$ cat src/sos_pkg.sv
package sos_pkg;
  // ==========================================
  // register byte offsets
  localparam logic [7:0] OFF_SEL_LO   = 8'h00;
  localparam logic [7:0] OFF_SEL_HI   = 8'h04;
  localparam logic [7:0] OFF_TRQ_CMP  = 8'h08;
  localparam logic [7:0] OFF_TRQ_WIN  = 8'h0c;
  localparam logic [7:0] OFF_TRQ_TC   = 8'h10;
  localparam logic [7:0] OFF_SPD_CMP  = 8'h14;
  localparam logic [7:0] OFF_SPD_WIN  = 8'h18;
  localparam logic [7:0] OFF_SPD_DLY  = 8'h1c;
  localparam logic [7:0] OFF_SPD_THR2 = 8'h20;
  localparam logic [7:0] OFF_TGT_NEG  = 8'h24;
  localparam logic [7:0] OFF_TGT_POS  = 8'h28;
  localparam logic [7:0] OFF_TGT_DLY  = 8'h2c;
  localparam logic [7:0] OFF_FE_NEG   = 8'h30;
  localparam logic [7:0] OFF_FE_POS   = 8'h34;
  localparam logic [7:0] OFF_FE_DLY   = 8'h38;
  localparam logic [7:0] OFF_TRIG_CFG = 8'h3c;
  localparam logic [7:0] OFF_TRIG_MAP = 8'h40;
  localparam logic [7:0] OFF_PT_LEFT  = 8'h44;
  localparam logic [7:0] OFF_PT_RIGHT = 8'h54;
  localparam logic [7:0] OFF_RT_LEFT  = 8'h64;
  localparam logic [7:0] OFF_RT_RIGHT = 8'h74;
  localparam logic [7:0] OFF_STATUS   = 8'h84;
  localparam logic [7:0] OFF_FILT     = 8'h88;
  localparam logic [7:0] GRP_SPAN     = 8'h10;

  // ==========================================
  // sizes
  localparam int N_DOUT   = 8;
  localparam int N_TRIG   = 4;
  localparam int SEL_W    = 5;
  localparam int DLY_W    = 16;
  localparam int FILT_FRAC = 16;

  // ==========================================
  // output function codes
  localparam logic [4:0] FN_OFF        = 5'h00;
  localparam logic [4:0] FN_ON         = 5'h01;
  localparam logic [4:0] FN_OVERLOAD   = 5'h02;
  localparam logic [4:0] FN_SPEED      = 5'h03;
  localparam logic [4:0] FN_TARGET     = 5'h04;
  localparam logic [4:0] FN_REMAINING  = 5'h05;
  localparam logic [4:0] FN_HOME_ACT   = 5'h06;
  localparam logic [4:0] FN_HOME_VALID = 5'h07;
  localparam logic [4:0] FN_UNDERVOLT  = 5'h08;
  localparam logic [4:0] FN_FOLLOW     = 5'h09;
  localparam logic [4:0] FN_STAGE      = 5'h0a;
  localparam logic [4:0] FN_BRAKE      = 5'h0b;
  localparam logic [4:0] FN_LINEAR     = 5'h0c;
  localparam logic [4:0] FN_TRIG1      = 5'h0d;
  localparam logic [4:0] FN_SETPT_LOCK = 5'h11;
  localparam logic [4:0] FN_TORQUE     = 5'h12;
  localparam logic [4:0] FN_SET_ACTIVE = 5'h13;
  localparam logic [4:0] FN_READY      = 5'h14;
  localparam logic [4:0] FN_ERROR      = 5'h15;

  // ==========================================
  // timing: delays and filter run on a 1 us tick
  localparam int CLK_PERIOD_NS = 10;
  localparam int TICK_NS       = 1000;
  localparam int TICK_CYC      = (TICK_NS + CLK_PERIOD_NS - 1) / CLK_PERIOD_NS;
  localparam logic [6:0] TICK_LAST = 7'(TICK_CYC - 1);

  localparam logic [1:0] HTRANS_NONSEQ_BIT = 2'h2;
endpackage

$ cat src/sos_qual.sv
`timescale 1ns/10ps
// ==========================================
// response delay qualifier
module sos_qual (
  input  wire logic                      i_clk,
  input  wire logic                      i_rst_b,
  input  wire logic                      i_tick,
  input  wire logic                      i_cond,
  input  wire logic [sos_pkg::DLY_W-1:0] i_dly,
  output logic                           o_q
);
  typedef struct packed {
    logic [sos_pkg::DLY_W-1:0] cnt;
    logic                      q;
  } sos_qual_state_t;

  sos_qual_state_t s_q;
  sos_qual_state_t s_d;

  always_comb begin
    s_d = s_q;
    if (!i_cond) begin
      s_d.cnt = '0;
      s_d.q   = 1'b0;
    end else if (s_q.cnt >= i_dly) begin
      s_d.q = 1'b1;
    end else if (i_tick) begin
      s_d.cnt = s_q.cnt + 1'b1;
    end
  end

  always_ff @(posedge i_clk or negedge i_rst_b) begin
    if (!i_rst_b) begin
      s_q <= '0;
    end else begin
      s_q <= s_d;
    end
  end

  assign o_q = s_q.q;
endmodule

$ cat src/sos_top.sv
`timescale 1ns/10ps
module sos_top (
  input  wire logic        i_clk,
  input  wire logic        i_rst_b,
  input  wire logic        i_hsel,
  input  wire logic [31:0] i_haddr,
  input  wire logic [1:0]  i_htrans,
  input  wire logic        i_hwrite,
  input  wire logic [2:0]  i_hsize,
  input  wire logic [31:0] i_hwdata,
  input  wire logic        i_hready,
  output logic      [31:0] o_hrdata,
  output logic             o_hreadyout,
  output logic             o_hresp,
  input  wire logic [15:0] i_current,
  input  wire logic [31:0] i_speed,
  input  wire logic [31:0] i_pos_act,
  input  wire logic [31:0] i_pos_target,
  input  wire logic [31:0] i_pos_set,
  input  wire logic [15:0] i_rotor_angle,
  input  wire logic        i_overload,
  input  wire logic        i_remaining,
  input  wire logic        i_home_act,
  input  wire logic        i_home_valid,
  input  wire logic        i_undervolt,
  input  wire logic        i_stage_en,
  input  wire logic        i_brake_rel,
  input  wire logic        i_linear_id,
  input  wire logic        i_setpt_lock,
  input  wire logic        i_set_active,
  input  wire logic        i_ready,
  input  wire logic        i_error,
  output logic      [7:0]  o_dout,
  output logic      [7:0]  o_trig_src,
  output logic      [3:0]  o_trig_out,
  output logic             o_spd_thr2
);
  // ==========================================
  // state
  typedef struct packed {
    logic [7:0][4:0]  sel;
    logic [15:0]      trq_cmp;
    logic [15:0]      trq_win;
    logic [3:0]       trq_tc;
    logic [31:0]      spd_cmp;
    logic [31:0]      spd_win;
    logic [15:0]      spd_dly;
    logic [31:0]      spd_thr2;
    logic [31:0]      tgt_neg;
    logic [31:0]      tgt_pos;
    logic [15:0]      tgt_dly;
    logic [31:0]      fe_neg;
    logic [31:0]      fe_pos;
    logic [15:0]      fe_dly;
    logic [3:0]       en_pos;
    logic [3:0]       en_rot;
    logic [3:0]       inv_pos;
    logic [3:0]       inv_rot;
    logic [3:0][7:0]  map;
    logic [3:0][31:0] pt_l;
    logic [3:0][31:0] pt_r;
    logic [3:0][15:0] rt_l;
    logic [3:0][15:0] rt_r;
    logic [31:0]      filt;
    logic [6:0]       div;
    logic             tick;
    logic             pend;
    logic             pwrite;
    logic [7:0]       paddr;
    logic             hready;
    logic [31:0]      hrdata;
    logic [7:0]       dout;
    logic [7:0]       tsrc;
    logic [3:0]       tout;
    logic             thr2;
    logic             refused;
  } sos_top_state_t;

  sos_top_state_t s_q;
  sos_top_state_t s_d;

  logic q_speed;
  logic q_target;
  logic q_follow;
  logic w_trq;
  logic w_spd;
  logic w_tgt;
  logic w_fe;

  // ==========================================
  // helpers
  function automatic logic in_win(input logic [31:0] v, input logic [31:0] r,
                                  input logic [31:0] n, input logic [31:0] p);
    logic signed [33:0] vv;
    logic signed [33:0] lo;
    logic signed [33:0] hi;
    vv = $signed({{2{v[31]}}, v});
    lo = $signed({{2{r[31]}}, r}) - $signed({2'b00, n});
    hi = $signed({{2{r[31]}}, r}) + $signed({2'b00, p});
    return (vv >= lo) && (vv <= hi);
  endfunction

  function automatic logic trig_lvl(input logic [31:0] v, input logic [31:0] l,
                                    input logic [31:0] r, input logic inv);
    return inv ^ (($signed(v) >= $signed(l)) && ($signed(v) <= $signed(r)));
  endfunction

  function automatic logic [31:0] sx16(input logic [15:0] v);
    return {{16{v[15]}}, v};
  endfunction

  // slot k of a four-word edge group; edge 1 sits at the group base
  function automatic logic in_grp(input logic [7:0] a, input logic [7:0] base, input int k);
    return a == 8'(base + (k * (sos_pkg::GRP_SPAN / sos_pkg::N_TRIG)));
  endfunction

  // ==========================================
  // window comparators and qualifiers
  assign w_trq = in_win(sx16(s_q.filt[31:16]), sx16(s_q.trq_cmp),
                        {16'h0000, s_q.trq_win}, {16'h0000, s_q.trq_win});
  assign w_spd = in_win(i_speed, s_q.spd_cmp, s_q.spd_win, s_q.spd_win);
  assign w_tgt = in_win(i_pos_act, i_pos_target, s_q.tgt_neg, s_q.tgt_pos);
  assign w_fe  = !in_win(i_pos_act, i_pos_set, s_q.fe_neg, s_q.fe_pos);

  sos_qual u_q_speed (
    .i_clk   (i_clk),
    .i_rst_b (i_rst_b),
    .i_tick  (s_q.tick),
    .i_cond  (w_spd),
    .i_dly   (s_q.spd_dly),
    .o_q     (q_speed)
  );

  // the flag falls only when the position leaves the current target window
  sos_qual u_q_target (
    .i_clk   (i_clk),
    .i_rst_b (i_rst_b),
    .i_tick  (s_q.tick),
    .i_cond  (w_tgt),
    .i_dly   (s_q.tgt_dly),
    .o_q     (q_target)
  );

  sos_qual u_q_follow (
    .i_clk   (i_clk),
    .i_rst_b (i_rst_b),
    .i_tick  (s_q.tick),
    .i_cond  (w_fe),
    .i_dly   (s_q.fe_dly),
    .o_q     (q_follow)
  );

  // ==========================================
  // next state
  always_comb begin
    logic [7:0]        src;
    logic [31:0]       fn;
    logic signed [31:0] err;
    logic [7:0]        a;
    logic [7:0]        nb;
    logic [3:0]        np;
    logic [3:0]        nr;
    logic [31:0]       rd;
    src = '0;
    fn  = '0;
    err = '0;
    a   = '0;
    nb  = '0;
    np  = '0;
    nr  = '0;
    rd  = '0;
    s_d = s_q;

    // tick divider
    s_d.tick = 1'b0;
    if (s_q.div == sos_pkg::TICK_LAST) begin
      s_d.div  = '0;
      s_d.tick = 1'b1;
    end else begin
      s_d.div = s_q.div + 1'b1;
    end

    // first order lag on the actual current, tau = 2^tc ticks
    if (s_q.tick) begin
      err = $signed({i_current, 16'h0000}) - $signed(s_q.filt);
      s_d.filt = 32'($signed(s_q.filt) + (err >>> s_q.trq_tc));
    end

    // trigger sources, inactive ones forced low
    for (int k = 0; k < sos_pkg::N_TRIG; k++) begin
      src[k] = s_q.en_pos[k] & trig_lvl(i_pos_act, s_q.pt_l[k], s_q.pt_r[k], s_q.inv_pos[k]);
      src[k+4] = s_q.en_rot[k] & trig_lvl(sx16(i_rotor_angle), sx16(s_q.rt_l[k]),
                                          sx16(s_q.rt_r[k]), s_q.inv_rot[k]);
    end
    s_d.tsrc = src;
    for (int k = 0; k < sos_pkg::N_TRIG; k++) begin
      s_d.tout[k] = |(s_q.map[k] & src);
    end

    // function sources
    fn[sos_pkg::FN_OFF]        = 1'b0;
    fn[sos_pkg::FN_ON]         = 1'b1;
    fn[sos_pkg::FN_OVERLOAD]   = i_overload;
    fn[sos_pkg::FN_SPEED]      = q_speed;
    fn[sos_pkg::FN_TARGET]     = q_target;
    fn[sos_pkg::FN_REMAINING]  = i_remaining;
    fn[sos_pkg::FN_HOME_ACT]   = i_home_act;
    fn[sos_pkg::FN_HOME_VALID] = i_home_valid;
    fn[sos_pkg::FN_UNDERVOLT]  = i_undervolt;
    fn[sos_pkg::FN_FOLLOW]     = q_follow;
    fn[sos_pkg::FN_STAGE]      = i_stage_en;
    fn[sos_pkg::FN_BRAKE]      = i_brake_rel;
    fn[sos_pkg::FN_LINEAR]     = i_linear_id;
    for (int k = 0; k < sos_pkg::N_TRIG; k++) begin
      fn[5'(sos_pkg::FN_TRIG1 + k)] = s_q.tout[k];
    end
    fn[sos_pkg::FN_SETPT_LOCK] = i_setpt_lock;
    fn[sos_pkg::FN_TORQUE]     = w_trq;
    fn[sos_pkg::FN_SET_ACTIVE] = i_set_active;
    fn[sos_pkg::FN_READY]      = i_ready;
    fn[sos_pkg::FN_ERROR]      = i_error;
    for (int i = 0; i < sos_pkg::N_DOUT; i++) begin
      s_d.dout[i] = fn[s_q.sel[i]];
    end

    // second threshold goes to the status word and to o_spd_thr2, not to the output selectors
    s_d.thr2 = $signed(i_speed) >= $signed(s_q.spd_thr2);

    // ==========================================
    // bus: one wait state per transfer
    if (s_q.pend) begin
      a = s_q.paddr;
      s_d.pend   = 1'b0;
      s_d.hready = 1'b1;
      if (s_q.pwrite) begin
        unique case (a)
          sos_pkg::OFF_SEL_LO: begin
            for (int i = 0; i < 4; i++) s_d.sel[i] = i_hwdata[8*i +: sos_pkg::SEL_W];
          end
          sos_pkg::OFF_SEL_HI: begin
            for (int i = 0; i < 4; i++) s_d.sel[i+4] = i_hwdata[8*i +: sos_pkg::SEL_W];
          end
          sos_pkg::OFF_TRQ_CMP:  s_d.trq_cmp  = i_hwdata[15:0];
          sos_pkg::OFF_TRQ_WIN:  s_d.trq_win  = i_hwdata[15:0];
          sos_pkg::OFF_TRQ_TC:   s_d.trq_tc   = i_hwdata[3:0];
          sos_pkg::OFF_SPD_CMP:  s_d.spd_cmp  = i_hwdata;
          sos_pkg::OFF_SPD_WIN:  s_d.spd_win  = i_hwdata;
          sos_pkg::OFF_SPD_DLY:  s_d.spd_dly  = i_hwdata[15:0];
          sos_pkg::OFF_SPD_THR2: s_d.spd_thr2 = i_hwdata;
          sos_pkg::OFF_TGT_NEG:  s_d.tgt_neg  = i_hwdata;
          sos_pkg::OFF_TGT_POS:  s_d.tgt_pos  = i_hwdata;
          sos_pkg::OFF_TGT_DLY:  s_d.tgt_dly  = i_hwdata[15:0];
          sos_pkg::OFF_FE_NEG:   s_d.fe_neg   = i_hwdata;
          sos_pkg::OFF_FE_POS:   s_d.fe_pos   = i_hwdata;
          sos_pkg::OFF_FE_DLY:   s_d.fe_dly   = i_hwdata[15:0];
          sos_pkg::OFF_TRIG_CFG: begin
            s_d.en_pos  = i_hwdata[3:0];
            s_d.en_rot  = i_hwdata[7:4];
            s_d.inv_pos = i_hwdata[11:8];
            s_d.inv_rot = i_hwdata[15:12];
            for (int k = 0; k < sos_pkg::N_TRIG; k++) begin
              s_d.map[k] = s_q.map[k] & {i_hwdata[7:4], i_hwdata[3:0]};
            end
          end
          sos_pkg::OFF_TRIG_MAP: begin
            s_d.refused = 1'b0;
            for (int k = 0; k < sos_pkg::N_TRIG; k++) begin
              nb = i_hwdata[8*k +: 8];
              np = nb[3:0] & s_q.en_pos;
              nr = nb[7:4] & s_q.en_rot;
              if ((nr != '0) && ((np != '0) || (s_q.map[k][3:0] != '0))) begin
                s_d.refused = 1'b1;
              end else begin
                s_d.map[k] = {nr, np};
              end
            end
          end
          default: begin
            for (int k = 0; k < sos_pkg::N_TRIG; k++) begin
              if (in_grp(a, sos_pkg::OFF_PT_LEFT, k)) s_d.pt_l[k] = i_hwdata;
              if (in_grp(a, sos_pkg::OFF_PT_RIGHT, k)) s_d.pt_r[k] = i_hwdata;
              if (in_grp(a, sos_pkg::OFF_RT_LEFT, k)) s_d.rt_l[k] = i_hwdata[15:0];
              if (in_grp(a, sos_pkg::OFF_RT_RIGHT, k)) s_d.rt_r[k] = i_hwdata[15:0];
            end
          end
        endcase
      end else begin
        unique case (a)
          sos_pkg::OFF_SEL_LO: begin
            for (int i = 0; i < 4; i++) rd[8*i +: sos_pkg::SEL_W] = s_q.sel[i];
          end
          sos_pkg::OFF_SEL_HI: begin
            for (int i = 0; i < 4; i++) rd[8*i +: sos_pkg::SEL_W] = s_q.sel[i+4];
          end
          sos_pkg::OFF_TRQ_CMP:  rd = {16'h0000, s_q.trq_cmp};
          sos_pkg::OFF_TRQ_WIN:  rd = {16'h0000, s_q.trq_win};
          sos_pkg::OFF_TRQ_TC:   rd = {28'h0000000, s_q.trq_tc};
          sos_pkg::OFF_SPD_CMP:  rd = s_q.spd_cmp;
          sos_pkg::OFF_SPD_WIN:  rd = s_q.spd_win;
          sos_pkg::OFF_SPD_DLY:  rd = {16'h0000, s_q.spd_dly};
          sos_pkg::OFF_SPD_THR2: rd = s_q.spd_thr2;
          sos_pkg::OFF_TGT_NEG:  rd = s_q.tgt_neg;
          sos_pkg::OFF_TGT_POS:  rd = s_q.tgt_pos;
          sos_pkg::OFF_TGT_DLY:  rd = {16'h0000, s_q.tgt_dly};
          sos_pkg::OFF_FE_NEG:   rd = s_q.fe_neg;
          sos_pkg::OFF_FE_POS:   rd = s_q.fe_pos;
          sos_pkg::OFF_FE_DLY:   rd = {16'h0000, s_q.fe_dly};
          sos_pkg::OFF_TRIG_CFG: rd = {16'h0000, s_q.inv_rot, s_q.inv_pos, s_q.en_rot, s_q.en_pos};
          sos_pkg::OFF_TRIG_MAP: rd = s_q.map;
          sos_pkg::OFF_STATUS:   rd = {6'h00, s_q.refused, s_q.thr2, s_q.dout, q_follow, q_target,
                                       q_speed, w_trq, s_q.tout, s_q.tsrc};
          sos_pkg::OFF_FILT:     rd = {16'h0000, s_q.filt[31:16]};
          default: begin
            for (int k = 0; k < sos_pkg::N_TRIG; k++) begin
              if (in_grp(a, sos_pkg::OFF_PT_LEFT, k)) rd = s_q.pt_l[k];
              if (in_grp(a, sos_pkg::OFF_PT_RIGHT, k)) rd = s_q.pt_r[k];
              if (in_grp(a, sos_pkg::OFF_RT_LEFT, k)) rd = sx16(s_q.rt_l[k]);
              if (in_grp(a, sos_pkg::OFF_RT_RIGHT, k)) rd = sx16(s_q.rt_r[k]);
            end
          end
        endcase
        s_d.hrdata = rd;
      end
    end else if (i_hsel && (i_htrans == sos_pkg::HTRANS_NONSEQ_BIT) && i_hready) begin
      s_d.pend   = 1'b1;
      s_d.pwrite = i_hwrite;
      s_d.paddr  = (i_haddr[31:8] == '0) ? i_haddr[7:0] : 8'hfc;
      s_d.hready = 1'b0;
    end
  end

  always_ff @(posedge i_clk or negedge i_rst_b) begin
    if (!i_rst_b) begin
      s_q        <= '0;
      s_q.hready <= 1'b1;
    end else begin
      s_q <= s_d;
    end
  end

  // ==========================================
  // outputs
  assign o_hrdata    = s_q.hrdata;
  assign o_hreadyout = s_q.hready;
  assign o_hresp     = 1'b0;
  assign o_dout      = s_q.dout;
  assign o_trig_src  = s_q.tsrc;
  assign o_trig_out  = s_q.tout;
  assign o_spd_thr2  = s_q.thr2;
endmodule

$ cat config.mk
export PLATFORM = sky130hd
export DESIGN_NAME = sos_top
export DESIGN_NICKNAME = d
export VERILOG_FILES = /design/src/sos_pkg.sv /design/src/sos_qual.sv /design/src/sos_top.sv
export SDC_FILE = /design/constraint.sdc
export NUM_CORES = 2
export LEC_CHECK = 0
export BUFFER_PORTS_ARGS = -buffer_cell sky130_fd_sc_hd__buf_2
export CAP_MARGIN = 20
export CORE_MARGIN = 5
export CORE_UTILIZATION = 30
export CTS_CLUSTER_SIZE = 30
export DETAILED_ROUTE_END_ITERATION = 12
export GPL_TIMING_DRIVEN = 0
export PLACE_DENSITY_LB_ADDON = 0.3
export SETUP_SLACK_MARGIN = 0.05
export SYNTH_ARGS = -nofsm -noshare
export SYNTH_HDL_FRONTEND = slang
export SYNTH_SLANG_ARGS = --single-unit
$ cat constraint.sdc
create_clock -name i_clk -period 10.9 [get_ports i_clk]
set_input_delay 1.635 -clock i_clk [delete_from_list [all_inputs] [get_ports i_clk]]
set_output_delay 1.635 -clock i_clk [all_outputs]
set_load 0.03 [all_outputs]
==> impl_metrics.toml <==
[clocking]
clock-sinks = 936
ctsResizeCount = 0
post_cts.repair.setup_buffers = 0
numCtsBuffers = 109
clk_latency_ps = 770
tritoncts = "yes"
clock_path_buffers = 3
htree_num_levels = 3
cts.clk_slew.worst_paths_ps = 60
cts-root-buf = "clkbuf_16"
cts_hold_buf = 0

[synth]
yosys_register_bits = 936
synth_compound_area_frac = 0.208
yosysSeqAreaShare = 0.314
synthAdderAreaFrac = 0.168
syn_avg_cell_area_um2 = 8.93
postSynthCellCount = 8350
synthSimpleGateAreaFrac = 0.128
muxShareOfSynthArea = 0.0815
syn_nets = 9592
synth_top_area_cell = "dfrtp_1"
synth_most_common_cell = "ha_1"
synth.cell_area_um2 = 74500
synth_enable_flop_cells = 0
synth_flop_cell = "dfrtp_1"
ys_top_cells_by_area = "dfrtp_1 (31%), ha_1 (17%), mux2_2 (5.8%), o21ai_0 (4.9%), nand2_1 (3.7%)"
synth_common_cells = "ha_1 (987), dfrtp_1 (935), nand2_1 (741)"
synth_top_family_by_area = "compound AO/OA/AOI/OAI gates"
synthArstFlopShare = 1.00
synth_xor_area_frac = 0.0350
ys_types = 107
yosysWarnings = 0
synth_top_area_share = 0.314

[route]
routed_wl_um = 362000
dr.pass1.iters = 6
viasPerCell = 5.74
drt_iter0_drc = 8112
vias = 70200
avgRoutedWirePerCell_um = 29.6
ant_nets = 0
drcViolationCount = 0

[timing]
tns_ps = 0
fin_crit_sh = 0.694
clock.fmax_mhz = 132
period_minus_slack_ps = 7570
timing_max_transition_violations_final = 0
finClkSkew_ps = 36.2
worst_pin_slew_ps = 1330
rsz0062_at_grt = "false"
setup_viol = 0
hold_viol = 0
relSlewSlack = 0.114

[global_route]
grtUsageTotal = 0.269
use_met1 = 0.362
first_global_vias = 67900
antenna_found_initial = 35
grt_max_degree = 123
grt_pass1_wl_um = 501000
busiest_layer = "met2"
overflow = 0
met2_usage = 0.414
use_met3 = 0.0549

[floorplan]
start_util = 0.301
fp-row-count = 183
core_area_um2 = 248000
die_w_um = 508
die_h_um = 508
ios = 301
die_area_um2 = 259000

[worst_setup_path]
start_kind = "input pin"
critical_path.top_delay_family = "compound AO/OA/AOI/OAI gates"
required_ps = 11530
worst-path-max-fanout = 10
critPathKind = "input pin to flop"
cp-end-kind = "flop"
critical_path.max_stage_delay_ps = 640
path_cells = "buf_2 -> ha_1 -> o21a_1 -> o211ai_1 -> a31oi_1 -> o21ai_1 -> a21oi_1 -> o41ai_1 -> a31oi_1 -> o31ai_1 -> o21ai_0 -> a21oi_1 -> nor2_1 -> ha_1 -> nand4_1 -> nor2_1 -> a221oi_1 -> o21ai_0 -> a21oi_1 -> a221oi_2 -> buf_8 -> clkbuf_1 -> nor2_1"
crit_slowest_cell = "o41ai_1"
critical_path_arrival_ps = 8200
path_buf_inv = 3

[power_and_ir_drop]
vdd_drop_max_uv = 119
p_leak_nw = 40.3
power_w = 0.0103
power.density_nw_per_um2 = 122

[finish]
fin_util = 0.343
drive_above_1_share = 0.126
area_delta_synth_final_pct = 14.0
fill_cells = 25600
nets = 10000
final_area_um2 = 85000

[placed_design]
gp_congestion = 1.02
portBuffers = 271
hpwlAfterDp_um = 297000
placed_cell_area_um2 = 81000

[job]
cap_violations = 0

[status]
status = "finished clean"

[min_path]
hold_path.class = "flop to flop"
per-layer routing:
layer  part of all wire  vias to the layer above
met3              0.085                      693
met2               0.43                     3343
met5           0.000072                        -
met1               0.43                    35100
met4              0.056                        4
li1                   -                    31100
layout make-up:
| class | count | area, um2 | area share |
|---|---|---|---|
| Multi-Input combinational cell | 6209 | 46400 | 0.546 |
| Sequential cell | 936 | 23400 | 0.276 |
| Tap cell | 3330 | 4170 | 0.0490 |
| Clock buffer | 157 | 3230 | 0.0380 |
| Inverter | 739 | 2770 | 0.0326 |
| Timing Repair Buffer | 330 | 2360 | 0.0278 |
| Buffer | 466 | 2030 | 0.0239 |
| Clock inverter | 42 | 572 | 0.00673 |
| Antenna cell | 19 | 47.5 | 0.000560 |
worst register-to-register path: stages, from the launching register on:
cell and delay [ps]:
dfrtp_1 570, ha_1 250, inv_1 60, fa_1 440, a211o_1 350, a21boi_1 210, o31ai_1 170, a31o_2 310
a21oi_1 200, a21oi_1 140, a22o_1 220, or4_1 450, a31oi_1 200, o21ai_1 90, xnor2_1 140, ha_1 300
nand4_1 130, nor2_1 260, o22ai_1 120, a21oi_1 330, mux2i_1 410, a22o_1 690, clkbuf_1 420, clkbuf_1 390
nor2_1 100
where the power goes:
| group | switching (W) | internal (W) | total [W] |
|---|---|---|---|
| Combinational | 0.00156 | 0.000944 | 0.00250 |
| Sequential | 0.000221 | 0.00360 | 0.00382 |
| Clock | 0.00169 | 0.00232 | 0.00401 |
| Total | 0.00347 | 0.00686 | 0.0103 |
through the flow:
step           hold slack, ps  instances  setup WS (ps)
2_1_floorplan             425       8350           4700
3_3_place_gp              440      12000         -13800
3_5_place_dp              446      12000           2440
4_1_cts                   454      12200           3270
5_1_grt                   463      12200           2990
6_report                  454      12200           3330
cell families after synthesis:
kind of cell | Yosys count
buffers and inverters | 1205
AO/OA/AOI/OAI | 2383
other | 1
multiplexers | 524
AND/OR/NAND/NOR | 2007
XOR/XNOR | 298
flip-flops | 936
adder cells (fa/ha/maj) | 996
registers in the layout, summed over array words and instances (netlist names), 4 cells and up:
| register | cells |
|---|---|
| u_q_speed.s_q | 16 |
| o_trig_out | 4 |
| s_q | 831 |
| o_dout | 8 |
| o_hrdata | 32 |
| u_q_target.s_q | 16 |
| o_trig_src | 8 |
| u_q_follow.s_q | 16 |
path summary, 6_finish.rpt:
| kind | from | endpoint | slack (ps) | cells after the start |
|---|---|---|---|---|
| hold / removal | s_q[66] | s_q[66] | 450 | 1 |
| setup / recovery | i_pos_set[5] | u_q_follow.s_q[13] | 3330 | 23 |
| min in group asynchronous | i_rst_b | s_q[61] | 820 | 1 |
| max in group asynchronous | i_rst_b | s_q[882] | 7430 | 5 |
| setup reg to reg | s_q[665] | u_q_target.s_q[8] | 3810 | 24 |
| hold reg to reg | s_q[66] | s_q[66] | 450 | 1 |
placed cells by master, fill, tap and decap left out, types with 45 or more instances in the layout:
cell	instances
ha_1	987
dfrtp_1	935
nand2_1	741
inv_1	738
o21ai_0	735
a21oi_1	463
nor2_1	415
mux2_2	385
clkbuf_1	324
buf_2	321
a21o_1	282
nand4_1	196
xnor2_1	192
nand3_1	141
a22oi_1	140
mux2i_1	111
clkbuf_16	110
nor3_1	106
xor2_1	106
nand2b_1	87
nor2b_1	85
a221oi_1	83
o21a_1	76
a211oi_1	72
buf_4	60
o211ai_1	50
a31oi_1	49
buf_1	45
Power figures use the tool's default switching activity.
